File: src/ccg_pkg.sv
// package of constants for the cpu to cipher port glue
package ccg_pkg;
	localparam int unsigned ADDR_W = 8;
	localparam int unsigned DATA_W = 8;
	localparam logic [7:0] CIPHER_PORT_ADDR_RST = 8'h00;
	localparam int unsigned MCLK_HZ = 200000000;
	localparam int unsigned CPU_CLK_MAX_HZ = 2200000;
	// least number of mclk cycles per half period of the cpu clock (rounded up)
	localparam int unsigned HALF_PERIOD_MIN_CYC =
		(MCLK_HZ + 2 * CPU_CLK_MAX_HZ - 1) / (2 * CPU_CLK_MAX_HZ);
	localparam logic [7:0] HALF_PERIOD_RST = 8'((HALF_PERIOD_MIN_CYC > 255) ? 255 :
		HALF_PERIOD_MIN_CYC);
	typedef enum logic [1:0] {
		CCG_IDLE,
		CCG_SELECTED,
		CCG_BLOCKED
	} ccg_cycle_e;
endpackage

File: src/ccg_clk_div.sv
// divider that paces the shared processor clock
`timescale 1ns/1ps
`default_nettype none
module ccg_clk_div (
	input wire logic mclk,
	input wire logic resetn,
	input wire logic [7:0] half_period,
	output logic tick
);
	logic [7:0] cnt_q;
	logic [7:0] cnt_d;
	logic tick_d;

	always_comb begin
		tick_d = 1'b0;
		cnt_d = cnt_q + 8'h01;
		if (cnt_q + 8'h01 >= half_period) begin
			cnt_d = 8'h00;
			tick_d = 1'b1;
		end
	end

	always_ff @(posedge mclk) begin
		if (!resetn) begin
			cnt_q <= 8'h00;
			tick <= 1'b0;
		end else begin
			cnt_q <= cnt_d;
			tick <= tick_d;
		end
	end
endmodule
`default_nettype wire

File: src/ccg_top.sv
// glue between a multiplexed-bus processor and the cipher processor master port
// How it works
// - processor address/data bus passes to the cipher master port through one mclk register, no address latch.
// - master data strobe active while read or write strobe is active, only in a cycle selected at address latch.
// - master read/write select follows status line one directly.
// - master address strobe is the inverse of address latch pulse.
// - chip select low only on address match and io access, registered every mclk cycle.
// - decode uses the upper address byte, stable for the whole cycle.
// - cipher clock is the inverted processor clock, common clock at most 2.2 MHz.
`timescale 1ns/1ps
`default_nettype none
module ccg_top (
	input wire logic mclk,
	input wire logic resetn,
	input wire logic [7:0] port_addr,
	input wire logic [7:0] cpu_ad_in,
	input wire logic [7:0] cpu_ad_out,
	input wire logic cpu_ad_oe,
	input wire logic [7:0] cpu_addr_hi,
	input wire logic cpu_rd_n,
	input wire logic cpu_wr_n,
	input wire logic status_line_one,
	input wire logic cpu_ale,
	input wire logic cpu_io_mem_n,
	input wire logic [7:0] cipher_ad_out,
	input wire logic cipher_ad_oe,
	output logic [7:0] cipher_ad_in,
	output logic [7:0] cpu_ad_drive,
	output logic cpu_ad_drive_oe,
	output logic cpu_clk,
	output logic cipher_clk,
	output logic master_data_strobe_n,
	output logic master_address_strobe_n,
	output logic master_read_write_select,
	output logic master_chip_select_n
);
	// ***********************
	// clock generation
	// ***********************
	logic tick;
	logic cpu_clk_d;

	ccg_clk_div u_div (
		.mclk(mclk),
		.resetn(resetn),
		.half_period(ccg_pkg::HALF_PERIOD_RST),
		.tick(tick)
	);

	always_comb begin
		cpu_clk_d = cpu_clk;
		if (tick) begin
			cpu_clk_d = ~cpu_clk;
		end
	end

	always_ff @(posedge mclk) begin
		if (!resetn) begin
			cpu_clk <= 1'b0;
			cipher_clk <= 1'b1;
		end else begin
			cpu_clk <= cpu_clk_d;
			cipher_clk <= ~cpu_clk_d;
		end
	end

	// ***********************
	// bus pass-through
	// ***********************
	logic [7:0] cipher_ad_in_d;
	logic [7:0] cpu_ad_drive_d;
	logic cpu_ad_drive_oe_d;

	always_comb begin
		cipher_ad_in_d = cpu_ad_oe ? cpu_ad_out : cpu_ad_in;
		cpu_ad_drive_d = cipher_ad_out;
		cpu_ad_drive_oe_d = cipher_ad_oe;
	end

	always_ff @(posedge mclk) begin
		if (!resetn) begin
			cipher_ad_in <= 8'h00;
			cpu_ad_drive <= 8'h00;
			cpu_ad_drive_oe <= 1'b0;
		end else begin
			cipher_ad_in <= cipher_ad_in_d;
			cpu_ad_drive <= cpu_ad_drive_d;
			cpu_ad_drive_oe <= cpu_ad_drive_oe_d;
		end
	end

	// ***********************
	// strobes and chip select
	// ***********************
	ccg_pkg::ccg_cycle_e cyc_q;
	ccg_pkg::ccg_cycle_e cyc_d;
	logic sel_hit;
	logic mds_n_d;
	logic mas_n_d;
	logic mcs_n_d;
	logic rw_d;

	always_comb begin
		sel_hit = (cpu_addr_hi == port_addr) && cpu_io_mem_n;
		mas_n_d = ~cpu_ale;
		mcs_n_d = ~sel_hit;
		rw_d = status_line_one;
		cyc_d = cyc_q;
		if (cpu_ale) begin
			cyc_d = sel_hit ? ccg_pkg::CCG_SELECTED : ccg_pkg::CCG_BLOCKED;
		end
		mds_n_d = 1'b1;
		unique case (cyc_q)
			ccg_pkg::CCG_IDLE: mds_n_d = 1'b1;
			ccg_pkg::CCG_SELECTED: mds_n_d = cpu_rd_n & cpu_wr_n;
			ccg_pkg::CCG_BLOCKED: mds_n_d = 1'b1;
			default: mds_n_d = 1'b1;
		endcase
	end

	always_ff @(posedge mclk) begin
		if (!resetn) begin
			cyc_q <= ccg_pkg::CCG_IDLE;
			master_data_strobe_n <= 1'b1;
			master_address_strobe_n <= 1'b1;
			master_read_write_select <= 1'b0;
			master_chip_select_n <= 1'b1;
		end else begin
			cyc_q <= cyc_d;
			master_data_strobe_n <= mds_n_d;
			master_address_strobe_n <= mas_n_d;
			master_read_write_select <= rw_d;
			master_chip_select_n <= mcs_n_d;
		end
	end
endmodule
`default_nettype wire

File: config.mk
export PLATFORM = sky130hd
export DESIGN_NAME = ccg_top
export DESIGN_NICKNAME = d
export VERILOG_FILES = /design/src/ccg_pkg.sv /design/src/ccg_clk_div.sv /design/src/ccg_top.sv
export SDC_FILE = /design/constraint.sdc
export NUM_CORES = 1
export LEC_CHECK = 0
export BUFFER_PORTS_ARGS = -buffer_cell sky130_fd_sc_hd__buf_2
export CAP_MARGIN = 15
export CORE_UTILIZATION = 34
export CTS_CLUSTER_SIZE = 25
export DETAILED_ROUTE_END_ITERATION = 10
export PLACE_DENSITY = 0.75
export SYNTH_ARGS = -nofsm -noshare
export SYNTH_HDL_FRONTEND = slang
export SYNTH_HIERARCHICAL = 1
export SYNTH_SLANG_ARGS = --single-unit
File: constraint.sdc
create_clock -name mclk -period 1.8 [get_ports mclk]
set_input_delay 0 -clock mclk [delete_from_list [all_inputs] [get_ports mclk]]
set_output_delay 0 -clock mclk [all_outputs]
set_load 0.05 [all_outputs]
==> flow_summary.toml, run 1 <==
[hold_path]
min_path_type = "in -> reg"

[clock_network]
cts_inserted_buffers = 5
cts_root_buf = "clkbuf_8"
htree_num_levels = 2
clockBufferDepth = 2
cts_tree = "yes"
clkLatencyLatePin_ns = 0.28
clk_pin_slew_ns = 0.06
cts.sinks = 34

[run_status]
outcome = "finished with violations"
violations = "negative setup slack"

[detailed_routing]
via_count = 1299
vias_per_cell = 4.27
dr.pass1.iters = 4
drt_iter0_markers = 62
ant_nets = 0
drcViolationCount = 0
post_drt_wl_per_cell_microns = 10.4
drt_wl_total_microns = 3160

[setup_path]
required_ns = 2.01
crit_slowest_cell = "or3_1"
crit_chain = "ha_4 -> xor2_1 -> ha_1 -> or3_1 -> a21oi_2 -> o311ai_4 -> buf_4 -> nor2b_1"
cp_max_fo = 4
crit_end = "u_div/cnt_q[6]"
ff2ff_setup_slack_ns = -0.22
r2r_end = "u_div/cnt_q[6]"
reg2reg_depth = 8
critical_path.endpoint_type = "register"
max_stage_delay_ns = 0.37
critical_path_class = "reg -> reg"
regToRegStartpoint = "u_div/cnt_q[0]"
cp-startpoint = "u_div/cnt_q[0]"
startpoint_type = "register"
crit_arrival_ns = 2.23

[yosys]
yosys_warnings = 6
synth_cell_type_count = 32
synth_area_leaders = "dfxtp_1 (47%), ha_1 (7.8%), nor2b_1 (5.6%)"
yosys.area.top_type = "dfxtp_1"
synth-seq-cells = 34
postSynthCellCount = 140
synth_area_per_cell_sq_um = 10.3
yosysSeqAreaShare = 0.470
synth_top_area_frac = 0.470
syn_area_sq_um = 1450

[finish]
final_cell_mix = "buf_2 (71), dfxtp_1 (30), dlygate4sd3_1 (23)"
drive_above_1_share = 0.417
final_cells = 304
syn_to_final_growth_pct = 62.7
final_area_sq_um = 2350
nets = 311
final_common_cell = "buf_2"
n_fill_cell = 342
num_antenna_cells = 0

[global_routing]
grt_pass1_wl_microns = 4890
grt_usage = 0.144
grt_pass1_vias = 1196
grt_max_degree = 27
grt_overflow = 0
antenna_found_initial = 0

[power]
leakagePower_nw = 1.18
peakVddDrop_mv = 0.323
cellPowerDensity_nw_per_um2 = 737

[placed_design]
dp.cells = 269
place_congestion = 0.761
place_area_sq_um = 1930
portBuffers = 71
pre_cts_ws_ns = -0.180
dp_hpwl_microns = 2130

[floorplanning]
initial_core_util = 0.357
io_pins = 72
die_area_sq_um = 4520
fp-row-count = 23
die_h_microns = 67.3
die_w_microns = 67.3
core_area_sq_um = 4060

[sta]
fin_ws_ns = -0.215
min_period_over_period = 1.12
clock_skew_ns = 0.00459
fin_crit_ns = 2.02
setup_viol = 9
slew_viol_final = 0
hold_viol = 0
clock.fmax_mhz = 496
rsz0062_at_grt = "true"

[flow_run]
cap_violations = 0
power breakdown:
part | internal (mW) | switching (mW)
logic | 0.169 | 0.203
clock network | 0.308 | 0.255
registers | 0.786 | 0.0129
total | 1.26 | 0.471
flip-flops by register name (all words and copies together) (netlist names), 2 cells and up:
register,count
cipher_ad_in,8
cpu_ad_drive,8
u_div/cnt_q,8
cyc_q,2
stage by stage:
stage / hold slack, ns / utilization / total power [mW] / setup TNS (ns)
5_1_grt: 0.00804 / 0.580 / 1.83 / -2.47
6_report: 0.00210 / 0.580 / 1.73 / -1.64
4_1_cts: 0.000481 / 0.565 / 1.74 / -1.62
3_3_place_gp: 0.203 / 0.477 / 1.12 / -0.784
2_1_floorplan: 0.0619 / - / 1.03 / -0.00728
3_5_place_dp: 0.210 / 0.477 / 1.13 / -1.39
worst min-delay path by stage:
stage | start | to | cells past startpoint | slack (ns)
after floorplan | cpu_ale | master_address_strobe_n | 1 | 0.06
after global placement | cpu_wr_n | master_data_strobe_n | 2 | 0.20
after detailed placement | cipher_ad_out[0] | cpu_ad_drive[0] | 2 | 0.21
after CTS | cpu_ad_out[4] | cipher_ad_in[4] | 3 | 0.0005
after global routing | cpu_ad_in[4] | cipher_ad_in[4] | 3 | 0.008
final | cpu_ad_out[4] | cipher_ad_in[4] | 3 | 0.002
routing by layer:
layer  track usage  part of all wire  vias to the layer above  wire length, microns
met4        0.0691             0.015                        0                    46
met2         0.280              0.55                       46                  1730
met1         0.139              0.38                      574                  1200
met3        0.0355             0.059                        4                   188
li1              -                 -                      675                     -
met5             0                 0                        -                     0
kinds of logic after synthesis:
logic type / Yosys count / share of synthesized area
AOI/OAI and AO/OA: 13 / 0.0847
DFF: 34 / 0.470
buffers and inverters: 14 / 0.0372
muxes: 8 / 0.0553
xor gates and xnor gates: 14 / 0.0847
adders and majority gates: 9 / 0.0778
other: 2 / 0.00519
and+or+nand+nor: 46 / 0.185
worst max-delay path, delay by kind of cell, from the launching register on:
family / cells / cell delay [ns]
simple gates: 2 / 0.47
fa+ha+maj: 2 / 0.44
flops: 1 / 0.36
compound gates: 2 / 0.34
buf+inv: 1 / 0.18
xor+xnor: 1 / 0.15
cell type report:
type | instances | area [sq um] | area share
Tap cell | 50 | 62.6 | 0.0266
Inverter | 11 | 41.3 | 0.0175
Clock buffer | 7 | 86.3 | 0.0367
Sequential cell | 34 | 688 | 0.292
Timing Repair Buffer | 103 | 657 | 0.279
Clock inverter | 1 | 5.00 | 0.00213
Multi-Input combinational cell | 98 | 815 | 0.346
timing repair:
action	4_1_cts	5_1_grt
gates resized for setup	3	11
setup endpoints to repair	9	9
hold endpoints to repair	18	0
hold buffers	23	0
buffers inserted	2	2
pin swaps	1	3
synthesized netlist by cell type, drive strengths merged:
cell type,instances
a31oi,1
inv,11
nor2,5
xnor2,6
nor3,1
conb,2
nor4,1
clkbuf,2
a211o,1
dfxtp,34
nand2,5
nand2b,1
buf,1
a21o,1
o21ai,2
o311ai,1
ha,9
a41o,1
a211oi,1
or3,1
nor2b,14
xor2,8
and2,11
mux2i,8
nand3,6
o21a,1
or4,1
o31ai,1
a21oi,3
Note: power is estimated with default switching activity, not from simulation.
==> run 2, diff against run 1 <==
--- a/config.mk
+++ b/config.mk
@@ -7,6 +7,7 @@
 export LEC_CHECK = 0
 export BUFFER_PORTS_ARGS = -buffer_cell sky130_fd_sc_hd__buf_2
 export CAP_MARGIN = 15
+export CORE_ASPECT_RATIO = 0.7
 export CORE_UTILIZATION = 34
 export CTS_CLUSTER_SIZE = 25
 export DETAILED_ROUTE_END_ITERATION = 10
==> flow_summary.toml, run 2 (synthesis gave the netlist of run 1 again) <==
[finish]
final_area_sq_um = 2410
nets = 316
final_cells = 310
multi_input_comb_area_sq_um = 797
ff_latch_area_sq_um = 689
final_core_util = 0.604
final_common_cell = "buf_2"
n_fill_cell = 316
num_antenna_cells = 0
final_cell_mix = "buf_2 (71), dfxtp_1 (31), dlygate4sd3_1 (27)"
syn_to_final_growth_pct = 66.7
drive_above_1_share = 0.407
top_regs = "cipher_ad_in x8, cpu_ad_drive x8, u_div/cnt_q x8"

[detailed_routing]
dr.pass1.iters = 4
ant_nets = 0
drt_wl_total_microns = 3520
drcViolationCount = 0
post_drt_wl_per_cell_microns = 11.3
drt_iter0_markers = 26
via_count = 1317
vias_per_cell = 4.25

[global_routing]
grt_overflow = 0
use_met2 = 0.289
grt_pass1_vias = 1301
grt_max_degree = 27
antenna_found_initial = 0
grt.busiest_layer = "met2"
met3_usage = 0.0537
grt_pass1_wl_microns = 5420
gr-usage-met1 = 0.173
grt_usage = 0.161

[sta]
min_period_over_period = 1.10
worst_hold_slack_ns = 0.00272
hold_viol = 0
fin_crit_ns = 1.99
clock.fmax_mhz = 503
setup_viol = 9
slew_viol_final = 0
fin_ws_ns = -0.187
clock_skew_ns = 0.00467
fin_setup_tns_ns = -1.40
rsz0062_at_grt = "true"

[hold_path]
min_path_type = "in -> reg"
hold_depth = 3
hold_start = "cpu_ad_in[1]"

[clock_network]
cts_inserted_buffers = 5
htree_num_levels = 2
clk_pin_slew_ns = 0.07
cts_tree = "yes"
clockBufferDepth = 2
cts.sinks = 34
clkLatencyLatePin_ns = 0.28
cts_root_buf = "clkbuf_8"

[power]
seqPwrFrac = 0.422
peakVddDrop_mv = 0.495
cellInternalPower_mw = 1.41
leakagePower_nw = 1.21
p_sw_frac = 0.256
clkPwrFrac = 0.373
p_sw_uw = 484
cellPowerDensity_nw_per_um2 = 784
p_comb_frac = 0.205

[floorplanning]
die_w_microns = 80.0
die_h_microns = 56.6
io_pins = 72
fp-row-count = 19
core_area_sq_um = 3990
initial_core_util = 0.362
die_area_sq_um = 4530

[placed_design]
dp.cells = 274
place_congestion = 0.762
portBuffers = 71
dp_hpwl_microns = 2120
place_area_sq_um = 1960

[setup_path]
startpoint_type = "register"
critical_path.endpoint_type = "register"
cp_max_fo = 5
reg2reg_depth = 8
critical_path_class = "reg -> reg"
required_ns = 2.01
cp-startpoint = "u_div/cnt_q[0]"
crit_arrival_ns = 2.20
regToRegStartpoint = "u_div/cnt_q[0]"

[run_status]
violations = "negative setup slack"
outcome = "finished with violations"

[flow_run]
cap_violations = 0
-- run 2: changes by cell type in the layout (fill, tap and decap cells not counted), sizes merged --
cell | before | now
buf | 80 | 81
bufinv | 0 | 1
clkbuf | 7 | 6
clkinv | 1 | 0
dlygate4sd3 | 23 | 27
-- run 2: power by group through the flow --
stage / clock, mW / combinational, mW / sequential [mW]
6_report: 0.705 / 0.388 / 0.799
3_3_place_gp: 0 / 0.315 / 0.814
3_5_place_dp: 0 / 0.319 / 0.815
2_1_floorplan: 0 / 0.122 / 0.907
4_1_cts: 0.711 / 0.373 / 0.798
5_1_grt: 0.759 / 0.417 / 0.802
-- run 2: path summary, 6_finish.rpt --
kind / endpoint / slack [ns]
max: u_div/cnt_q[4] / -0.19
min: cipher_ad_in[1] / 0.003
max reg2reg: u_div/cnt_q[4] / -0.19
min reg2reg: cipher_clk / 0.50
-- run 2: through the flow --
step                      worst slack [ns]  power, mW
final                               -0.187       1.89
after CTS                           -0.189       1.88
after global placement              -0.105       1.13
after global routing                -0.286       1.98
after floorplan                   -0.00728       1.03
after detailed placement            -0.173       1.13
-- run 2: timing repair --
item                                    CTS  global route
endpoints found under the setup margin    9             9
resized for setup                         1            11
endpoints found under the hold margin    21             0
pin swaps                                 0             3
gates cloned                              0             0
hold buffers                             27             0
setup buffers                             0             2
-- run 2: per-layer routing --
metal | wire length, microns | part of all wire
met5 | 0 | 0
met4 | 60 | 0.017
met3 | 250 | 0.071
met2 | 1720 | 0.49
met1 | 1490 | 0.42
-- run 2: layout make-up --
cell class                 count  share of cell area
sequential                    34               0.286
inverter                      11              0.0171
timing repair buffer         108               0.293
multi-input combinational     98               0.330
tap                           52              0.0270
clock inverter                 1              0.0124
clock buffer                   6              0.0342
-- run 2: worst max-delay path, cell delays in order, from the launching register on --
cell and delay [ns]:
dfxtp_4 0.36, ha_4 0.17, xor2_1 0.15, ha_1 0.28
or3_4 0.38, a21oi_4 0.17, o311ai_4 0.13, buf_6 0.17
nor2b_1 0.10
